### src/core/sfc_pkg.sv
package sfc_pkg;

  // Register map and field layout.
  localparam logic [7:0]  SFC_ADDR_FILT3     = 8'h2b;
  localparam logic [15:0] SFC_RESET_FILT3    = 16'h0000;
  localparam logic [15:0] SFC_WRITABLE_MASK  = 16'h8f7f;
  localparam int          SFC_DIRECT_BIT     = 15;
  localparam int          SFC_POST_EN_BIT    = 11;
  localparam int          SFC_POST_SEL_HI    = 10;
  localparam int          SFC_POST_SEL_LO    = 8;
  localparam int          SFC_TYPE_HI        = 6;
  localparam int          SFC_TYPE_LO        = 5;
  localparam int          SFC_RATE_HI        = 4;
  localparam int          SFC_RATE_LO        = 0;
  localparam int          SFC_DECIM_MULT     = 32;

  // Filter type codes.
  typedef enum logic [1:0] {
    SFC_SINC5_SINC1 = 2'b00,
    SFC_SINC3       = 2'b11
  } sfc_type_e;

  // Post-filter codes.
  localparam logic [2:0] SFC_PF_27   = 3'b010;
  localparam logic [2:0] SFC_PF_25   = 3'b011;
  localparam logic [2:0] SFC_PF_20   = 3'b101;
  localparam logic [2:0] SFC_PF_1667 = 3'b110;

  // Settling times in microseconds of each post filter.
  localparam logic [15:0] SFC_SETTLE_27_US   = 16'd36700;
  localparam logic [15:0] SFC_SETTLE_25_US   = 16'd40000;
  localparam logic [15:0] SFC_SETTLE_20_US   = 16'd50000;
  localparam logic [15:0] SFC_SETTLE_1667_US = 16'd60000;

  // Output rates in samples per second times one hundred.
  localparam logic [24:0] SFC_RATE_27   = 25'd2700;
  localparam logic [24:0] SFC_RATE_25   = 25'd2500;
  localparam logic [24:0] SFC_RATE_20   = 25'd2000;
  localparam logic [24:0] SFC_RATE_1667 = 25'd1667;

  // Rejection in dB of each post filter.
  localparam logic [6:0] SFC_REJ_27   = 7'd47;
  localparam logic [6:0] SFC_REJ_25   = 7'd62;
  localparam logic [6:0] SFC_REJ_20   = 7'd86;
  localparam logic [6:0] SFC_REJ_1667 = 7'd92;

endpackage : sfc_pkg

### src/core/sfc_cfg_if.sv
`timescale 1ns/1ps
// Decoded configuration handed from the register to the decoders.
interface sfc_cfg_if;
  logic [15:0] raw;
  logic        direct;
  logic [24:0] rate_x100;
  logic        rate_valid;
  modport src (output raw, output direct, input rate_x100, input rate_valid);
  modport dec (input raw, input direct, output rate_x100, output rate_valid);
endinterface : sfc_cfg_if

### src/core/sfc_filter_config.sv
`timescale 1ns/1ps
////////////////////////////////////////////////////////////////////////////////
// How it works
// - The 16-bit setup-3 filter register sits at address 0x2b and resets to zero.
// - With the direct decimation bit set, bits 14:0 become a sinc3 decimation value; the write mask still stores bits 14:12 and 7 as zero.
// - In direct mode the single-channel rate is the modulator rate over 32 times bits 14:0; the block gives no rate then (rate_valid low).
// - Bits 14:12 are reserved, read as zero and must be written as zero.
// - Bit 7 is reserved, reads as zero and must be written as zero.
// - Bit 11 turns the 50/60 Hz post filter on when set, in table mode with sinc5 plus sinc1 only, and off when clear.
// - Post-filter code 010 gives 27 SPS, 47 dB rejection and 36.7 ms settling.
// - Post-filter code 011 gives 25 SPS, 62 dB rejection and 40 ms settling.
// - Post-filter code 101 gives 20 SPS, 86 dB rejection and 50 ms settling.
// - Post-filter code 110 gives 16.67 SPS, 92 dB rejection and 60 ms settling.
// - Filter type 00 selects sinc5 plus sinc1 and 11 selects sinc3.
// - Output rate code 00000 gives 250,000 samples per second.
// - Codes 00001 and 00100 give 125,000 and 25,000 samples per second.
module sfc_filter_config
  import sfc_pkg::*;
(
  // Clock and reset.
  input  wire logic        ref_clk,
  input  wire logic        rst,
  // Register port.
  input  wire logic [7:0]  reg_addr,
  input  wire logic [15:0] reg_wdata,
  input  wire logic        reg_wr,
  input  wire logic        reg_rd,
  output logic [15:0]      reg_rdata,
  // Decoded configuration for the filter datapath.
  output logic             direct_decimation_select,
  output logic [14:0]      decimation_value,
  output logic             sinc3_active,
  output logic             post_filter_active,
  output logic [2:0]       post_filter_select,
  output logic [4:0]       output_rate_code,
  output logic [24:0]      rate_x100,
  output logic             rate_valid,
  output logic [6:0]       rejection_db,
  output logic [15:0]      settle_us,
  output logic             config_undefined
);

  ////////////////////////////////////////////////////////////////////////////////
  logic [15:0] setup3_filter_config_q;
  logic        wr_hit;
  logic [6:0]  pf_rej;
  logic [15:0] pf_settle;
  logic        pf_valid;
  logic        post_on;
  logic        type_ok;

  sfc_cfg_if cfg_bus ();

  // The register write: reserved bits are forced to zero.
  assign wr_hit = reg_wr && (reg_addr == SFC_ADDR_FILT3);

  always_ff @(posedge ref_clk) begin
    if (rst) begin
      setup3_filter_config_q <= SFC_RESET_FILT3;
    end else if (wr_hit) begin
      setup3_filter_config_q <= reg_wdata & SFC_WRITABLE_MASK;
    end
  end

  // Read data stands one cycle after the strobe; unmapped addresses read zero.
  always_ff @(posedge ref_clk) begin
    if (rst) begin
      reg_rdata <= 16'h0000;
    end else if (reg_rd && reg_addr == SFC_ADDR_FILT3) begin
      reg_rdata <= setup3_filter_config_q;
    end else begin
      reg_rdata <= 16'h0000;
    end
  end

  ////////////////////////////////////////////////////////////////////////////////
  // Decoders.
  assign cfg_bus.raw    = setup3_filter_config_q;
  assign cfg_bus.direct = setup3_filter_config_q[SFC_DIRECT_BIT];

  sfc_rate_decode u_rate (
    .cfg (cfg_bus.dec)
  );

  sfc_post_decode u_post (
    .sel       (setup3_filter_config_q[SFC_POST_SEL_HI:SFC_POST_SEL_LO]),
    .rej_db    (pf_rej),
    .settle_us (pf_settle),
    .valid     (pf_valid)
  );

  // Post filter acts only in table mode with sinc5 plus sinc1.
  assign type_ok = setup3_filter_config_q[SFC_TYPE_HI:SFC_TYPE_LO] == SFC_SINC5_SINC1;
  assign post_on = !setup3_filter_config_q[SFC_DIRECT_BIT] &&
                   setup3_filter_config_q[SFC_POST_EN_BIT] && type_ok;

  ////////////////////////////////////////////////////////////////////////////////
  // Registered outputs for the filter datapath.
  always_ff @(posedge ref_clk) begin
    if (rst) begin
      direct_decimation_select <= 1'b0;
      decimation_value         <= 15'h0000;
      sinc3_active             <= 1'b0;
      post_filter_active       <= 1'b0;
      post_filter_select       <= 3'h0;
      output_rate_code         <= 5'h00;
    end else begin
      direct_decimation_select <= setup3_filter_config_q[SFC_DIRECT_BIT];
      decimation_value         <= setup3_filter_config_q[SFC_DIRECT_BIT] ?
                                  setup3_filter_config_q[14:0] : 15'h0000;
      // Direct mode always runs sinc3; otherwise code 11 selects it.
      sinc3_active             <= setup3_filter_config_q[SFC_DIRECT_BIT] ||
                                  setup3_filter_config_q[SFC_TYPE_HI:SFC_TYPE_LO]
                                  == SFC_SINC3;
      post_filter_active       <= post_on;
      post_filter_select       <= post_on ?
                                  setup3_filter_config_q[SFC_POST_SEL_HI:SFC_POST_SEL_LO] : 3'h0;
      output_rate_code         <= setup3_filter_config_q[SFC_DIRECT_BIT] ?
                                  5'h00 : setup3_filter_config_q[SFC_RATE_HI:SFC_RATE_LO];
    end
  end

  // Rate and post-filter figures, and the undefined-setting flag.
  always_ff @(posedge ref_clk) begin
    if (rst) begin
      rate_x100        <= 25'd0;
      rate_valid       <= 1'b0;
      rejection_db     <= 7'd0;
      settle_us        <= 16'd0;
      config_undefined <= 1'b0;
    end else begin
      rate_x100        <= cfg_bus.rate_x100;
      rate_valid       <= cfg_bus.rate_valid;
      rejection_db     <= post_on ? pf_rej : 7'd0;
      settle_us        <= post_on ? pf_settle : 16'd0;
      // Outside direct mode: type codes 01 and 10, unlisted post-filter codes while the filter acts, else unlisted rate codes.
      config_undefined <= !setup3_filter_config_q[SFC_DIRECT_BIT] &&
                          (!cfg_bus.rate_valid ||
                           setup3_filter_config_q[SFC_TYPE_HI] !=
                           setup3_filter_config_q[SFC_TYPE_LO] ||
                           (post_on && !pf_valid));
    end
  end

  ////////////////////////////////////////////////////////////////////////////////
  // Checks.
  reset_value_a: assert property (@(posedge ref_clk)
    $past(rst) |-> setup3_filter_config_q == SFC_RESET_FILT3)
    else $error("register not zero after reset");

  reserved_hi_a: assert property (@(posedge ref_clk) disable iff (rst)
    reg_rd && reg_addr == SFC_ADDR_FILT3 |=> reg_rdata[14:12] == 3'b000)
    else $error("reserved bits 14:12 read nonzero");

  reserved_seven_a: assert property (@(posedge ref_clk) disable iff (rst)
    reg_rd && reg_addr == SFC_ADDR_FILT3 |=> reg_rdata[7] == 1'b0)
    else $error("reserved bit 7 read nonzero");

  readback_value_a: assert property (@(posedge ref_clk) disable iff (rst)
    wr_hit ##1 (reg_rd && reg_addr == SFC_ADDR_FILT3 && !reg_wr)
    |=> reg_rdata == ($past(reg_wdata, 2) & SFC_WRITABLE_MASK))
    else $error("read back differs from write");

  direct_mode_a: assert property (@(posedge ref_clk) disable iff (rst)
    wr_hit && reg_wdata[15] |=> ##1 direct_decimation_select && sinc3_active
      && !post_filter_active && !rate_valid)
    else $error("direct mode did not override options");

  decim_value_a: assert property (@(posedge ref_clk) disable iff (rst)
    wr_hit && reg_wdata[15] |=> ##1
      decimation_value == ($past(reg_wdata[14:0], 2) & SFC_WRITABLE_MASK[14:0]))
    else $error("decimation value wrong");

  post_gate_a: assert property (@(posedge ref_clk) disable iff (rst)
    post_filter_active |-> $past(setup3_filter_config_q[11])
      && $past(setup3_filter_config_q[6:5]) == 2'b00)
    else $error("post filter active without enable");

  rate_top_a: assert property (@(posedge ref_clk) disable iff (rst)
    wr_hit && reg_wdata == 16'h0000 |=> ##1 rate_x100 == 25'd25000000 && rate_valid)
    else $error("rate code 0 not 250000");

  post_27_a: assert property (@(posedge ref_clk) disable iff (rst)
    wr_hit && reg_wdata == 16'h0a00 |=> ##1 rejection_db == 7'd47
      && settle_us == 16'd36700 && rate_x100 == 25'd2700)
    else $error("post filter 010 figures wrong");

  sinc3_sel_a: assert property (@(posedge ref_clk) disable iff (rst)
    wr_hit && reg_wdata == 16'h0060 |=> ##1 sinc3_active && !config_undefined)
    else $error("sinc3 not selected");

  ////////////////////////////////////////////////////////////////////////////////
  // Post-filter checks.

  // Code 011 with the post filter on gives its own figures.
  post_25_a: assert property (@(posedge ref_clk) disable iff (rst)
    wr_hit && reg_wdata == 16'h0b00 |=> ##1 rejection_db == 7'h3e
      && settle_us == 16'h9c40 && rate_x100 == 25'h00009c4)
    else $error("post filter 011 figures wrong");

  // Code 101 with the post filter on gives its own figures.
  post_20_a: assert property (@(posedge ref_clk) disable iff (rst)
    wr_hit && reg_wdata == 16'h0d00 |=> ##1 rejection_db == 7'h56
      && settle_us == 16'hc350 && rate_x100 == 25'h00007d0)
    else $error("post filter 101 figures wrong");

  // Code 110 with the post filter on gives its own figures.
  post_1667_a: assert property (@(posedge ref_clk) disable iff (rst)
    wr_hit && reg_wdata == 16'h0e00 |=> ##1 rejection_db == 7'h5c
      && settle_us == 16'hea60 && rate_x100 == 25'h0000683)
    else $error("post filter 110 figures wrong");

  // The datapath sees the stored select code while the filter acts.
  post_select_a: assert property (@(posedge ref_clk) disable iff (rst)
    post_filter_active |-> post_filter_select ==
      $past(setup3_filter_config_q[SFC_POST_SEL_HI:SFC_POST_SEL_LO]))
    else $error("post filter select not passed on");

  // An idle post filter must not leak stale figures downstream.
  post_off_a: assert property (@(posedge ref_clk) disable iff (rst)
    !post_filter_active |-> rejection_db == 7'h00 && settle_us == 16'h0000
      && post_filter_select == 3'h0)
    else $error("idle post filter shows figures");

  // The enable alone is not enough while sinc3 is chosen.
  post_type_a: assert property (@(posedge ref_clk) disable iff (rst)
    wr_hit && reg_wdata[SFC_POST_EN_BIT] &&
      reg_wdata[SFC_TYPE_HI:SFC_TYPE_LO] == SFC_SINC3 |=> ##1 !post_filter_active)
    else $error("post filter acts with sinc3");

  // A defined post filter always reports nonzero figures.
  settle_valid_a: assert property (@(posedge ref_clk) disable iff (rst)
    post_filter_active && rate_valid |-> rejection_db != 7'h00
      && settle_us != 16'h0000)
    else $error("defined post filter without figures");

  ////////////////////////////////////////////////////////////////////////////////
  // Output rate code and undefined-setting checks.

  // Code 00001 halves the top rate.
  rate_half_a: assert property (@(posedge ref_clk) disable iff (rst)
    wr_hit && reg_wdata == 16'h0001 |=> ##1 rate_valid && rate_x100 == 25'h0bebc20)
    else $error("rate code 1 not 125000");

  // Code 00100 gives a tenth of the top rate.
  rate_tenth_a: assert property (@(posedge ref_clk) disable iff (rst)
    wr_hit && reg_wdata == 16'h0004 |=> ##1 rate_valid && rate_x100 == 25'h02625a0)
    else $error("rate code 4 not 25000");

  // Outside direct mode the stored rate code reaches the datapath.
  rate_code_a: assert property (@(posedge ref_clk) disable iff (rst)
    !$past(rst) && !direct_decimation_select |-> output_rate_code ==
      $past(setup3_filter_config_q[SFC_RATE_HI:SFC_RATE_LO]))
    else $error("rate code not passed on");

  // An unlisted rate code is flagged and gives no rate.
  undef_rate_a: assert property (@(posedge ref_clk) disable iff (rst)
    wr_hit && reg_wdata == 16'h001f |=> ##1 config_undefined && !rate_valid)
    else $error("unlisted rate code not flagged");

  // Filter type 01 has no meaning and is flagged.
  undef_type_a: assert property (@(posedge ref_clk) disable iff (rst)
    wr_hit && !reg_wdata[SFC_DIRECT_BIT] &&
      reg_wdata[SFC_TYPE_HI:SFC_TYPE_LO] == 2'h1 |=> ##1 config_undefined)
    else $error("unlisted filter type not flagged");

  // Post filter on with an unlisted code is flagged.
  undef_post_a: assert property (@(posedge ref_clk) disable iff (rst)
    wr_hit && reg_wdata == 16'h0800 |=> ##1 config_undefined && !rate_valid)
    else $error("unlisted post filter not flagged");

  ////////////////////////////////////////////////////////////////////////////////
  // Filter type and direct mode checks.

  // Type 00 outside direct mode never runs sinc3.
  sinc5_type_a: assert property (@(posedge ref_clk) disable iff (rst)
    wr_hit && !reg_wdata[SFC_DIRECT_BIT] &&
      reg_wdata[SFC_TYPE_HI:SFC_TYPE_LO] == SFC_SINC5_SINC1 |=> ##1 !sinc3_active)
    else $error("sinc3 runs with type 00");

  // Direct mode always means sinc3 and no table rate.
  direct_only_a: assert property (@(posedge ref_clk) disable iff (rst)
    direct_decimation_select |-> sinc3_active && !post_filter_active && !rate_valid)
    else $error("direct mode runs table options");

  // Direct mode hides every table field from the datapath.
  direct_clear_a: assert property (@(posedge ref_clk) disable iff (rst)
    direct_decimation_select |-> output_rate_code == 5'h00 && post_filter_select == 3'h0
      && rejection_db == 7'h00 && settle_us == 16'h0000 && !config_undefined)
    else $error("direct mode shows table fields");

  // The decimation value follows the stored low bits.
  decim_direct_a: assert property (@(posedge ref_clk) disable iff (rst)
    direct_decimation_select |-> decimation_value == $past(setup3_filter_config_q[14:0]))
    else $error("decimation value not stored bits");

  // Table mode gives no decimation value.
  table_decim_a: assert property (@(posedge ref_clk) disable iff (rst)
    !direct_decimation_select |-> decimation_value == 15'h0000)
    else $error("decimation value outside direct mode");

  ////////////////////////////////////////////////////////////////////////////////
  // Register and read port checks.

  // Reserved high bits never reach the register.
  mask_hi_a: assert property (@(posedge ref_clk) disable iff (rst)
    wr_hit |=> setup3_filter_config_q[14:12] == 3'h0)
    else $error("reserved bits 14:12 stored");

  // Reserved bit 7 never reaches the register.
  mask_seven_a: assert property (@(posedge ref_clk) disable iff (rst)
    wr_hit |=> !setup3_filter_config_q[7])
    else $error("reserved bit 7 stored");

  // Only a write to this address changes the register.
  hold_value_a: assert property (@(posedge ref_clk) disable iff (rst)
    !wr_hit |=> $stable(setup3_filter_config_q))
    else $error("register changed without a write");

  // A read returns the register as it stood at the strobe.
  mapped_read_a: assert property (@(posedge ref_clk) disable iff (rst)
    reg_rd && reg_addr == SFC_ADDR_FILT3 |=> reg_rdata == $past(setup3_filter_config_q))
    else $error("read data not register value");

  // Other addresses read as zero.
  unmapped_read_a: assert property (@(posedge ref_clk) disable iff (rst)
    reg_rd && reg_addr != SFC_ADDR_FILT3 |=> reg_rdata == 16'h0000)
    else $error("unmapped address read nonzero");

  // Read data stands for one cycle only.
  read_idle_a: assert property (@(posedge ref_clk) disable iff (rst)
    !reg_rd |=> reg_rdata == 16'h0000)
    else $error("read data without a strobe");

  // Read data and the single-bit flags are cleared by reset.
  reset_outputs_a: assert property (@(posedge ref_clk)
    $past(rst) |-> reg_rdata == 16'h0000 && !rate_valid && !sinc3_active
      && !direct_decimation_select && !post_filter_active && !config_undefined)
    else $error("outputs not cleared by reset");

  direct_seen_c: cover property (@(posedge ref_clk) direct_decimation_select);
  post_seen_c:   cover property (@(posedge ref_clk) post_filter_active && rate_valid);
  undef_seen_c:  cover property (@(posedge ref_clk) config_undefined);
  sinc3_seen_c:  cover property (@(posedge ref_clk) sinc3_active && !direct_decimation_select);
  read_seen_c:   cover property (@(posedge ref_clk) reg_rdata != 16'h0000);

endmodule : sfc_filter_config

### src/core/sfc_post_decode.sv
`timescale 1ns/1ps
// Gives rejection and settling figures of the selected post filter.
module sfc_post_decode
  import sfc_pkg::*;
(
  // Post-filter select code.
  input  wire logic [2:0]  sel,
  // Figures; valid low for undefined codes.
  output logic [6:0]       rej_db,
  output logic [15:0]      settle_us,
  output logic             valid
);

  // Decode the four defined post filters.
  always_comb begin
    unique case (sel)
      SFC_PF_27:   {valid, rej_db, settle_us} = {1'b1, SFC_REJ_27, SFC_SETTLE_27_US};
      SFC_PF_25:   {valid, rej_db, settle_us} = {1'b1, SFC_REJ_25, SFC_SETTLE_25_US};
      SFC_PF_20:   {valid, rej_db, settle_us} = {1'b1, SFC_REJ_20, SFC_SETTLE_20_US};
      SFC_PF_1667: {valid, rej_db, settle_us} = {1'b1, SFC_REJ_1667, SFC_SETTLE_1667_US};
      default:     {valid, rej_db, settle_us} = {1'b0, 7'd0, 16'd0};
    endcase
  end

endmodule : sfc_post_decode

### src/core/sfc_rate_decode.sv
`timescale 1ns/1ps
// Maps the output rate code and post-filter code to a sample rate.
module sfc_rate_decode
  import sfc_pkg::*;
(
  // Configuration view.
  sfc_cfg_if.dec cfg
);

  // Rate table for the output rate code, samples per second times one hundred.
  function automatic logic [25:0] sfc_code_rate(input logic [4:0] code);
    unique case (code)
      5'b00000: sfc_code_rate = {1'b1, 25'd25000000};
      5'b00001: sfc_code_rate = {1'b1, 25'd12500000};
      5'b00010: sfc_code_rate = {1'b1, 25'd6250000};
      5'b00011: sfc_code_rate = {1'b1, 25'd5000000};
      5'b00100: sfc_code_rate = {1'b1, 25'd2500000};
      default:  sfc_code_rate = {1'b0, 25'd0};
    endcase
  endfunction : sfc_code_rate

  // Post-filter rate table.
  function automatic logic [25:0] sfc_pf_rate(input logic [2:0] code);
    unique case (code)
      SFC_PF_27:   sfc_pf_rate = {1'b1, SFC_RATE_27};
      SFC_PF_25:   sfc_pf_rate = {1'b1, SFC_RATE_25};
      SFC_PF_20:   sfc_pf_rate = {1'b1, SFC_RATE_20};
      SFC_PF_1667: sfc_pf_rate = {1'b1, SFC_RATE_1667};
      default:     sfc_pf_rate = {1'b0, 25'd0};
    endcase
  endfunction : sfc_pf_rate

  // Post filter wins only with sinc5 plus sinc1 selected; direct mode gives no table rate.
  always_comb begin
    logic [25:0] r;
    r = 26'd0;
    if (cfg.direct) begin
      r = 26'd0;
    end else if (cfg.raw[SFC_POST_EN_BIT] &&
                 cfg.raw[SFC_TYPE_HI:SFC_TYPE_LO] == SFC_SINC5_SINC1) begin
      r = sfc_pf_rate(cfg.raw[SFC_POST_SEL_HI:SFC_POST_SEL_LO]);
    end else begin
      r = sfc_code_rate(cfg.raw[SFC_RATE_HI:SFC_RATE_LO]);
    end
    cfg.rate_valid = r[25];
    cfg.rate_x100  = r[24:0];
  end

endmodule : sfc_rate_decode
### config.mk
export PLATFORM = sky130hd
export DESIGN_NAME = sfc_filter_config
export DESIGN_NICKNAME = d
export VERILOG_FILES = /design/src/core/sfc_pkg.sv /design/src/core/sfc_cfg_if.sv /design/src/core/sfc_filter_config.sv /design/src/core/sfc_post_decode.sv /design/src/core/sfc_rate_decode.sv
export SDC_FILE = /design/constraint.sdc
export NUM_CORES = 1
export LEC_CHECK = 0
export CAP_MARGIN = 20
export CORE_MARGIN = 4
export CORE_UTILIZATION = 65
export CTS_BUF_LIST = sky130_fd_sc_hd__clkbuf_4
export DETAILED_ROUTE_END_ITERATION = 10
export DONT_BUFFER_PORTS = 1
export PLACE_DENSITY_LB_ADDON = 0.3
export SYNTH_ARGS = -nofsm -noshare
export SYNTH_HDL_FRONTEND = slang
export SYNTH_SLANG_ARGS = --single-unit
### constraint.sdc
create_clock -name ref_clk -period 2 [get_ports ref_clk]
set_input_delay 0.2 -clock ref_clk [delete_from_list [all_inputs] [get_ports ref_clk]]
set_output_delay 0.2 -clock ref_clk [all_outputs]
set_load 0.01 [all_outputs]
==> flow_metrics.py, run 1 <==
metrics = {
    "route": {
        "route.vias.total": 1679,
        "firstDrtPassIters": 4,
        "vias_per_cell": 5.214,
        "postRouteAntennaNets": 0,
        "drc_errors": 0,
        "totalWireLength_mm": 5.147,
        "drtIter0Drc": 94,
        "routedWlPerCell_um": 15.98,
    },
    "cells_and_area": {
        "instances_no_fill": 322,
        "syn_to_final_growth_pct": 4.130,
        "drive_above_1_share_pct": 8.088,
        "nets": 298,
        "diodes": 0,
        "fill_cells": 321,
    },
    "global_routing": {
        "grt-ovfl-total": 0,
        "antenna_found_initial": 0,
        "grt_use_total_pct": 20.07,
        "grt_first_pass_wirelength_mm": 8.135,
        "grt_start_max_net_pins": 25,
        "grt_pass1_vias": 1698,
    },
    "worst_setup_path": {
        "critPathArrivalTime_ns": 1.87,
        "rr_endpoint": "rate_x100[4]",
        "path_cells": "inv_1 -> ha_1 -> nand2_1 -> nand4b_2 -> o32ai_1",
        "reg2reg_from": "cfg_bus.raw[5]",
        "reg2reg_depth": 5,
        "critPathKind": "reg2reg",
        "worstSetupEndpoint": "rate_x100[4]",
        "worst-path-buf-inv": 1,
        "path_max_fanout": 10,
        "crit_start": "cfg_bus.raw[5]",
        "critPathCaptureType": "register",
        "reg2reg_slack_ns": 0.45,
        "critPathMaxStageDelay_ns": 0.38,
        "cp.required_ns": 2.32,
        "critPathTopFamily": "simple AND/OR/NAND/NOR gates",
        "cp_slowest_cell": "dfxtp_1",
        "worstSetupStartpointType": "register",
        "crit_cells": 5,
    },
    "clocking": {
        "worstSkewPairLatency_ns": 0.40,
        "cts_made_buffers": 9,
        "ctsHoldBuffers": 13,
        "cts_root_buffer": "clkbuf_4",
        "clk_pin_slew_worst_paths_ns": 0.11,
        "clockBufferDepth": 2,
        "cts_resized": 0,
        "htreeDepth": 3,
        "cts_num_sinks": 79,
        "cts_tree": "yes",
        "post_cts_buffers": 0,
    },
    "min_path": {
        "hp-class": "in2reg",
    },
    "logic_synthesis": {
        "synthTopCellsByArea": "dfxtp_1 (56%), buf_4 (6.7%), and2_1 (6.0%), nand2b_1 (5.8%), mux2i_1 (4.3%)",
        "synth_top_area_share_pct": 56.13,
        "synthDistinctLibCells": 39,
        "synth_area_mm2": 0.002818,
        "yosysWarnings": 0,
        "yosysTopAreaCell": "dfxtp_1",
        "ys_seq_elements": 79,
        "ys_seq_area_share_pct": 56.13,
        "synth_cells": 268,
        "avgSynthCellArea_um2": 10.51,
    },
    "outcome": {
        "status": "completed",
    },
    "floorplan": {
        "start_util_pct": 68.95,
        "die-area_mm2": 0.005452,
        "ios": 120,
        "core-area_mm2": 0.004086,
        "rows": 23,
        "die_h_um": 73.84,
        "chipWidth_um": 73.84,
    },
    "pwr": {
        "finalPower_mw": 2.409,
        "p_leak_nw": 1.188,
        "p_per_area_mw_per_mm2": 821.1,
        "peakVddDrop_mv": 0.4334,
    },
    "sta": {
        "setup_violations": 0,
        "finalSetupTns_ns": 0,
        "clock_skew_ns": 0.008740,
        "period_minus_slack_ns": 1.552,
        "fmax_mhz": 644.3,
        "fin_ws_ns": 0.4478,
        "finalCritPeriodShare_pct": 77.61,
        "hold_viol": 0,
        "whs_ns": 0.07906,
        "worst_slew_pin_slew_ns": 0.6410,
        "rsz0062_at_grt": "no",
        "relSlewSlack_pct": 57.13,
        "slew_viol_final": 0,
    },
    "run": {
        "max_cap_violations": 0,
    },
    "place": {
        "port-buffer-count": 0,
        "dp.cells": 294,
        "dpl.hpwl_mm": 3.490,
        "gp_congestion": 0.7724,
        "preCtsSetupSlack_ns": 0.4435,
    },
}
==> sequential cells by signal, indices dropped and copies added, names as in the netlist, 3 cells and up <==
name                flops
cfg_bus.raw            12
decimation_value       11
output_rate_code        5
post_filter_select      3
rate_x100              20
reg_rdata              12
rejection_db            6
settle_us               5
==> where the power goes <==
group / total (mW) / internal, mW / switching [mW]
Clock: 0.741 / 0.251 / 0.490
Sequential: 1.60 / 1.58 / 0.0131
Combinational: 0.0711 / 0.0346 / 0.0364
==> logic make-up (layout without fill, tap and decap cells) <==
group / count (synthesis) / count (layout) / synth area share [%]
mux: 12 / 12 / 4.263
fa+ha+maj: 2 / 2 / 0.8880
other cells: 1 / 11 / 0.1331
compound gates: 20 / 20 / 4.618
simple gates: 97 / 97 / 21.58
flops: 79 / 79 / 56.13
buf+inv: 52 / 46 / 10.83
xor+xnor: 5 / 5 / 1.554
==> synthesized netlist by cell type <==
cell type	n
dfxtp_1	79
and2_1	27
nand2b_1	26
buf_4	25
nor2_1	16
clkbuf_1	12
inv_1	12
mux2i_1	12
a21oi_1	7
nand2_1	7
xor2_1	4
nor3_1	3
nor3b_1	3
o21ai_0	3
buf_6	2
ha_1	2
nand3_1	2
nand3b_1	2
nand4b_1	2
o21a_1	2
o32ai_1	2
a211oi_1	1
a21boi_0	1
a311oi_1	1
and3b_1	1
and4_1	1
buf_2	1
conb_1	1
nand4b_2	1
nand4bb_1	1
nor2b_1	1
nor3_4	1
nor4b_4	1
o21bai_1	1
o22ai_1	1
o311a_1	1
or2_1	1
or4b_4	1
xnor2_1	1
==> cells in the final DEF (no fill, tap or decap), types with 2 or more instances in the layout <==
cell            n
dfxtp_1        79
nand4b_1        2
nor3_1          3
nand2_1         7
clkbuf_4       10
mux2i_1        12
clkinvlp_4      2
inv_1          12
and2_1         27
a21oi_1         7
o21a_1          2
nand3b_1        2
xor2_1          4
nand3_1         2
clkinv_1        3
o21ai_0         3
buf_4           6
dlygate4sd3_1  13
ha_1            2
o32ai_1         2
nor3b_1         3
conb_1         11
nor2_1         16
nand2b_1       26
==> worst min path at each step <==
stage                      start                to  slack (ns)  depth (start not counted)
floorplan           reg_wdata[0]    cfg_bus.raw[0]        0.36                          2
global placement             rst      sinc3_active        0.28                          1
detailed placement           rst      sinc3_active        0.28                          1
CTS                          rst  config_undefined        0.07                          2
global route                 rst  config_undefined        0.07                          2
finish                       rst  config_undefined        0.08                          2
==> metrics by stage <==
step / cell area [um^2] / utilization [%]
finish: 2934 / 71.80
global route: 2934 / 71.80
CTS: 2934 / 71.80
detailed placement: 2703 / 66.14
global placement: 2703 / 66.14
floorplan: 2855 / -
==> metal layers <==
metal | global-route usage, % | part of all wire, % | vias up
li1 | - | - | 824
met1 | 23.78 | 41 | 765
met2 | 31.69 | 47 | 75
met3 | 7.114 | 9.1 | 15
met4 | 10.66 | 2.9 | 0
met5 | 0 | 0 | -
==> area by class of cell <==
| type | count | area (um^2) | area share, % |
|---|---|---|---|
| inverters | 12 | 45.04 | 1.535 |
| flip-flops and latches | 79 | 1582 | 53.90 |
| clock inverters | 5 | 26.28 | 0.8955 |
| multi-input cells | 147 | 968.4 | 33.01 |
| well taps | 50 | 62.56 | 2.132 |
| repair buffers | 19 | 175.2 | 5.970 |
| clock buffers | 10 | 75.07 | 2.559 |
Power figures use the tool's default switching activity.
==> run 2, diff against run 1 <==
==> constraint.sdc (replaced) <==
create_clock -name ref_clk -period 1.5 [get_ports ref_clk]
set_input_delay 0.15 -clock ref_clk [delete_from_list [all_inputs] [get_ports ref_clk]]
set_output_delay 0.15 -clock ref_clk [all_outputs]
set_load 0.01 [all_outputs]
==> flow_metrics.py, run 2 (synthesis results as in run 1) <==
metrics = {
    "run": {
        "max_cap_violations": 0,
    },
    "pwr": {
        "p_leak_nw": 1.317,
        "p_int_mw": 2.711,
        "swShare_pct": 22.66,
        "p_comb_share_pct": 3.7,
        "seqPwrFrac_pct": 60.8,
        "p_per_area_mw_per_mm2": 1083,
        "switching_power_mw": 0.7943,
        "p_clk_share_pct": 35.5,
        "finalPower_mw": 3.505,
        "peakVddDrop_mv": 0.6343,
    },
    "cells_and_area": {
        "syn_to_final_growth_pct": 14.88,
        "fill_cells": 258,
        "drive_above_1_share_pct": 13.22,
        "top_register": "rate_x100",
        "mostFrequentLayoutCells": "dfxtp_1 (78), dlygate4sd3_1 (28), and2_1 (27)",
        "post-route-cell-area_mm2": 0.003237,
        "largest_reg_flops": 20,
        "final_common_cell": "dfxtp_1",
        "diodes": 0,
        "finish.utilization_pct": 79.21,
        "nets": 320,
        "instances_no_fill": 345,
    },
    "clocking": {
        "cts_root_buffer": "clkbuf_4",
        "clk_pin_slew_worst_paths_ns": 0.14,
        "clockBufferDepth": 2,
        "cts_made_buffers": 9,
        "worstSkewPairLatency_ns": 0.43,
        "cts_num_sinks": 79,
        "htreeDepth": 3,
        "cts_tree": "yes",
    },
    "worst_setup_path": {
        "critPathArrivalTime_ns": 1.79,
        "cp_slowest_cell": "dfxtp_1",
        "critPathCaptureType": "register",
        "path_max_fanout": 5,
        "critPathKind": "reg2reg",
        "cpMostUsedCell": "inv_1",
        "cp.required_ns": 1.86,
        "path_cells": "inv_1 -> ha_2 -> nand4bb_4 -> or2_1 -> inv_1 -> and2_1",
        "worstSetupStartpointType": "register",
        "critPathMaxStageDelay_ns": 0.35,
    },
    "floorplan": {
        "core-area_mm2": 0.004086,
        "ios": 120,
        "die_h_um": 73.84,
        "chipWidth_um": 73.84,
        "start_util_pct": 68.95,
        "rows": 23,
        "die-area_mm2": 0.005452,
    },
    "sta": {
        "setup_violations": 0,
        "period_minus_slack_ns": 1.431,
        "finalCritPeriodShare_pct": 95.41,
        "clock_skew_ns": 0.01987,
        "fmax_mhz": 698.8,
        "slew_viol_final": 0,
        "hold_viol": 0,
    },
    "place": {
        "dp.cells": 300,
        "gp_congestion": 0.8039,
        "port-buffer-count": 0,
        "placed_area_mm2": 0.002760,
        "dpl.hpwl_mm": 3.706,
    },
    "global_routing": {
        "grt_first_pass_wirelength_mm": 8.783,
        "grt_use_total_pct": 22.27,
        "grt_pass1_vias": 1763,
        "antenna_found_initial": 0,
        "grt_start_max_net_pins": 18,
        "grt-ovfl-total": 0,
    },
    "route": {
        "drtIter0Drc": 122,
        "drc_errors": 0,
        "firstDrtPassIters": 4,
        "totalWireLength_mm": 5.985,
        "vias_per_cell": 5.258,
        "postRouteAntennaNets": 0,
        "routedWlPerCell_um": 17.35,
        "route.vias.total": 1814,
    },
    "outcome": {
        "status": "completed",
    },
    "min_path": {
        "hp-class": "in2reg",
    },
}
-- run 2: worst max-delay path: cells and delay by family, from the launching register on --
| kind | cells | cell delay [ns] |
|---|---|---|
| AND/OR/NAND/NOR | 3 | 0.61 |
| flip-flops | 1 | 0.35 |
| adder cells (fa/ha/maj) | 1 | 0.24 |
| buffers and inverters | 2 | 0.17 |
-- run 2: path summary, 6_finish.rpt --
kind	startpoint	end	slack [ns]	depth (start not counted)
worst max-delay path	cfg_bus.raw[5]	settle_us[12]	0.07	6
worst max register to register	cfg_bus.raw[5]	settle_us[12]	0.07	6
worst min register to register	cfg_bus.raw[6]	decimation_value[6]	0.52	2
worst min-delay path	rst	reg_rdata[3]	0.1	3
-- run 2: layout make-up --
| class | count | area [um^2] | area share (%) |
|---|---|---|---|
| Clock inverter | 6 | 60.06 | 1.855 |
| Clock buffer | 10 | 75.07 | 2.319 |
| Tap cell | 50 | 62.56 | 1.933 |
| Multi-Input combinational cell | 147 | 1016 | 31.39 |
| Sequential cell | 79 | 1583 | 48.90 |
| Timing Repair Buffer | 41 | 395.4 | 12.21 |
| Inverter | 12 | 45.04 | 1.392 |
-- run 2: metal layers --
layer | part of all wire (%) | wire (um) | vias up | GRT usage [%]
met5 | 0 | 0 | - | 0
met4 | 2.9 | 174 | 0 | 13.88
met3 | 8.1 | 484 | 19 | 6.703
met2 | 50 | 3005 | 89 | 38.09
met1 | 39 | 2321 | 839 | 23.71
li1 | - | - | 867 | -
-- run 2: stage by stage --
step                      setup TNS [ns]  hold slack [ns]  worst slack, ns
after floorplan                        0           0.3050          0.08882
after global placement                 0           0.2270          0.04476
after detailed placement        -0.01006           0.2289         -0.01006
after CTS                       -0.04725          0.06358         -0.03567
after global routing            -0.04086           0.1009         -0.03755
final                                  0          0.09915          0.06889
-- run 2: repair_timing --
action                                  in CTS  in global routing
endpoints found under the hold margin       19                  2
endpoints found under the setup margin       1                 17
hold buffers                                28                  1
setup buffers                                0                  0
resized for setup                            0                 12
-- run 2: power groups by stage --
stage,registers [mW],clock network [mW],logic [mW]
6_report,2.13,1.24,0.130
5_1_grt,2.13,1.37,0.142
4_1_cts,2.13,1.25,0.118
3_5_place_dp,2.18,0,0.0614
3_3_place_gp,2.18,0,0.0599
2_1_floorplan,2.17,0,0.0893
==> run 3, diff against run 2 <==
--- a/config.mk
+++ b/config.mk
@@ -7,8 +7,9 @@
 export LEC_CHECK = 0
 export CAP_MARGIN = 20
 export CORE_MARGIN = 4
-export CORE_UTILIZATION = 65
+export CORE_UTILIZATION = 45
 export CTS_BUF_LIST = sky130_fd_sc_hd__clkbuf_4
+export CTS_CLUSTER_SIZE = 16
 export DETAILED_ROUTE_END_ITERATION = 10
 export DONT_BUFFER_PORTS = 1
 export PLACE_DENSITY_LB_ADDON = 0.3
==> flow_metrics.py, run 3 (synthesis results as in run 1) <==
metrics = {
    "pwr": {
        "swShare_pct": 19.64,
        "seqPwrFrac_pct": 54.1,
        "p_clk_share_pct": 43.3,
        "switching_power_mw": 0.7742,
        "p_comb_share_pct": 2.6,
        "p_leak_nw": 1.297,
        "finalPower_mw": 3.942,
        "p_per_area_mw_per_mm2": 1229,
        "p_int_mw": 3.167,
        "peakVddDrop_mv": 0.9248,
    },
    "clocking": {
        "clk_pin_slew_worst_paths_ns": 0.13,
        "cts_num_sinks": 79,
        "htreeDepth": 3,
        "worstSkewPairLatency_ns": 0.42,
        "cts_tree": "yes",
        "cts_root_buffer": "clkbuf_4",
        "cts_made_buffers": 9,
        "clockBufferDepth": 2,
    },
    "floorplan": {
        "ios": 120,
        "rows": 28,
        "core-area_mm2": 0.005991,
        "start_util_pct": 47.03,
        "die_h_um": 87.13,
        "chipWidth_um": 87.13,
        "die-area_mm2": 0.007592,
    },
    "cells_and_area": {
        "mostFrequentLayoutCells": "dfxtp_1 (79), and2_1 (27), nand2b_1 (26)",
        "regArea_mm2": 0.001582,
        "final_common_cell": "dfxtp_1",
        "multiInputGateArea_mm2": 0.001013,
        "nets": 307,
        "finish.utilization_pct": 53.53,
        "fill_cells": 531,
        "largest_reg_flops": 20,
        "drive_above_1_share_pct": 13.83,
        "instances_no_fill": 357,
        "top_register": "rate_x100",
        "diodes": 0,
        "syn_to_final_growth_pct": 13.81,
    },
    "sta": {
        "finalSetupTns_ns": 0,
        "fmax_mhz": 718.8,
        "period_minus_slack_ns": 1.391,
        "finalCritPeriodShare_pct": 92.75,
        "relSlewSlack_pct": 58.00,
        "hold_viol": 0,
        "setup_violations": 0,
        "clock_skew_ns": 0.02206,
        "worst_slew_pin_slew_ns": 0.6280,
        "whs_ns": 0.03122,
        "slew_viol_final": 0,
    },
    "worst_setup_path": {
        "cp.required_ns": 1.86,
        "critPathCaptureType": "register",
        "worstSetupStartpointType": "register",
        "critPathArrivalTime_ns": 1.75,
        "reg2reg_depth": 6,
        "path_max_fanout": 6,
        "critPathKind": "reg2reg",
        "reg2reg_slack_ns": 0.11,
    },
    "global_routing": {
        "grt_use_total_pct": 14.51,
        "grt_start_max_net_pins": 26,
        "grt_pass1_vias": 1600,
        "antenna_found_initial": 0,
        "grt_first_pass_wirelength_mm": 8.135,
        "grt-ovfl-total": 0,
    },
    "min_path": {
        "whs_path_depth": 3,
        "hp-class": "in2reg",
    },
    "place": {
        "dp.cells": 327,
        "gp_congestion": 0.6759,
        "dpl.hpwl_mm": 3.746,
        "port-buffer-count": 0,
    },
    "outcome": {
        "status": "completed",
    },
    "route": {
        "firstDrtPassIters": 4,
        "route.vias.total": 1703,
        "routedWlPerCell_um": 15.01,
        "drtIter0Drc": 23,
        "postRouteAntennaNets": 0,
        "totalWireLength_mm": 5.358,
        "drc_errors": 0,
        "vias_per_cell": 4.770,
    },
    "run": {
        "max_cap_violations": 0,
    },
}
-- run 3: cell count changes in the layout (fill, tap and decap cells not counted), sizes merged, moves of 2 or more --
cell,before,now
buf,12,14
bufinv,1,4
clkinv,4,2
dlygate4sd3,28,14
-- run 3: timing repair --
action	in CTS	in global routing
endpoints found under the hold margin	14	4
hold buffers	13	1
gates cloned	0	0
pin swaps	0	0
resized for setup	0	9
buffers inserted	0	0
endpoints found under the setup margin	3	22
-- run 3: per-layer routing --
layer / vias up / global-route usage, % / share of wire, %
met5: - / 0 / 0
met4: 0 / 7.113 / 2.0
met3: 8 / 6.055 / 8.3
met2: 69 / 22.50 / 48
met1: 789 / 17.28 / 42
li1: 837 / - / -
-- run 3: power by group through the flow --
stage / sequential [mW] / combinational [mW] / clock, mW
after floorplan: 2.17 / 0.0893 / 0
after detailed placement: 2.18 / 0.0643 / 0
after global placement: 2.18 / 0.0635 / 0
final: 2.13 / 0.103 / 1.71
after global routing: 2.14 / 0.114 / 1.85
after CTS: 2.13 / 0.0989 / 1.75
-- run 3: layout make-up --
type	instances	area share [%]
multi-input cells	147	31.60
repair buffers	28	8.428
inverters	12	1.405
clock inverters	7	4.214
well taps	75	2.926
clock buffers	9	2.107
flip-flops and latches	79	49.32
-- run 3: worst paths after layout --
path,start,end
max,cfg_bus.raw[5],rate_x100[9]
min,rst,rate_x100[16]
max reg2reg,cfg_bus.raw[5],rate_x100[9]
min reg2reg,cfg_bus.raw[6],decimation_value[6]
-- run 3: per-stage QoR --
step	setup WS, ns	cell area (um^2)
detailed placement	0.02232	2819
finish	0.1088	3207
CTS	-0.004460	3152
global placement	0.06400	2819
global route	-0.008404	3207
floorplan	0.08882	2855
-- run 3: critical path: stages, from the launching register on --
cell and delay (ns):
dfxtp_1 0.34, inv_1 0.07, ha_2 0.24, nand4bb_4 0.17, buf_4 0.18, a21oi_1 0.20, o21bai_1 0.14
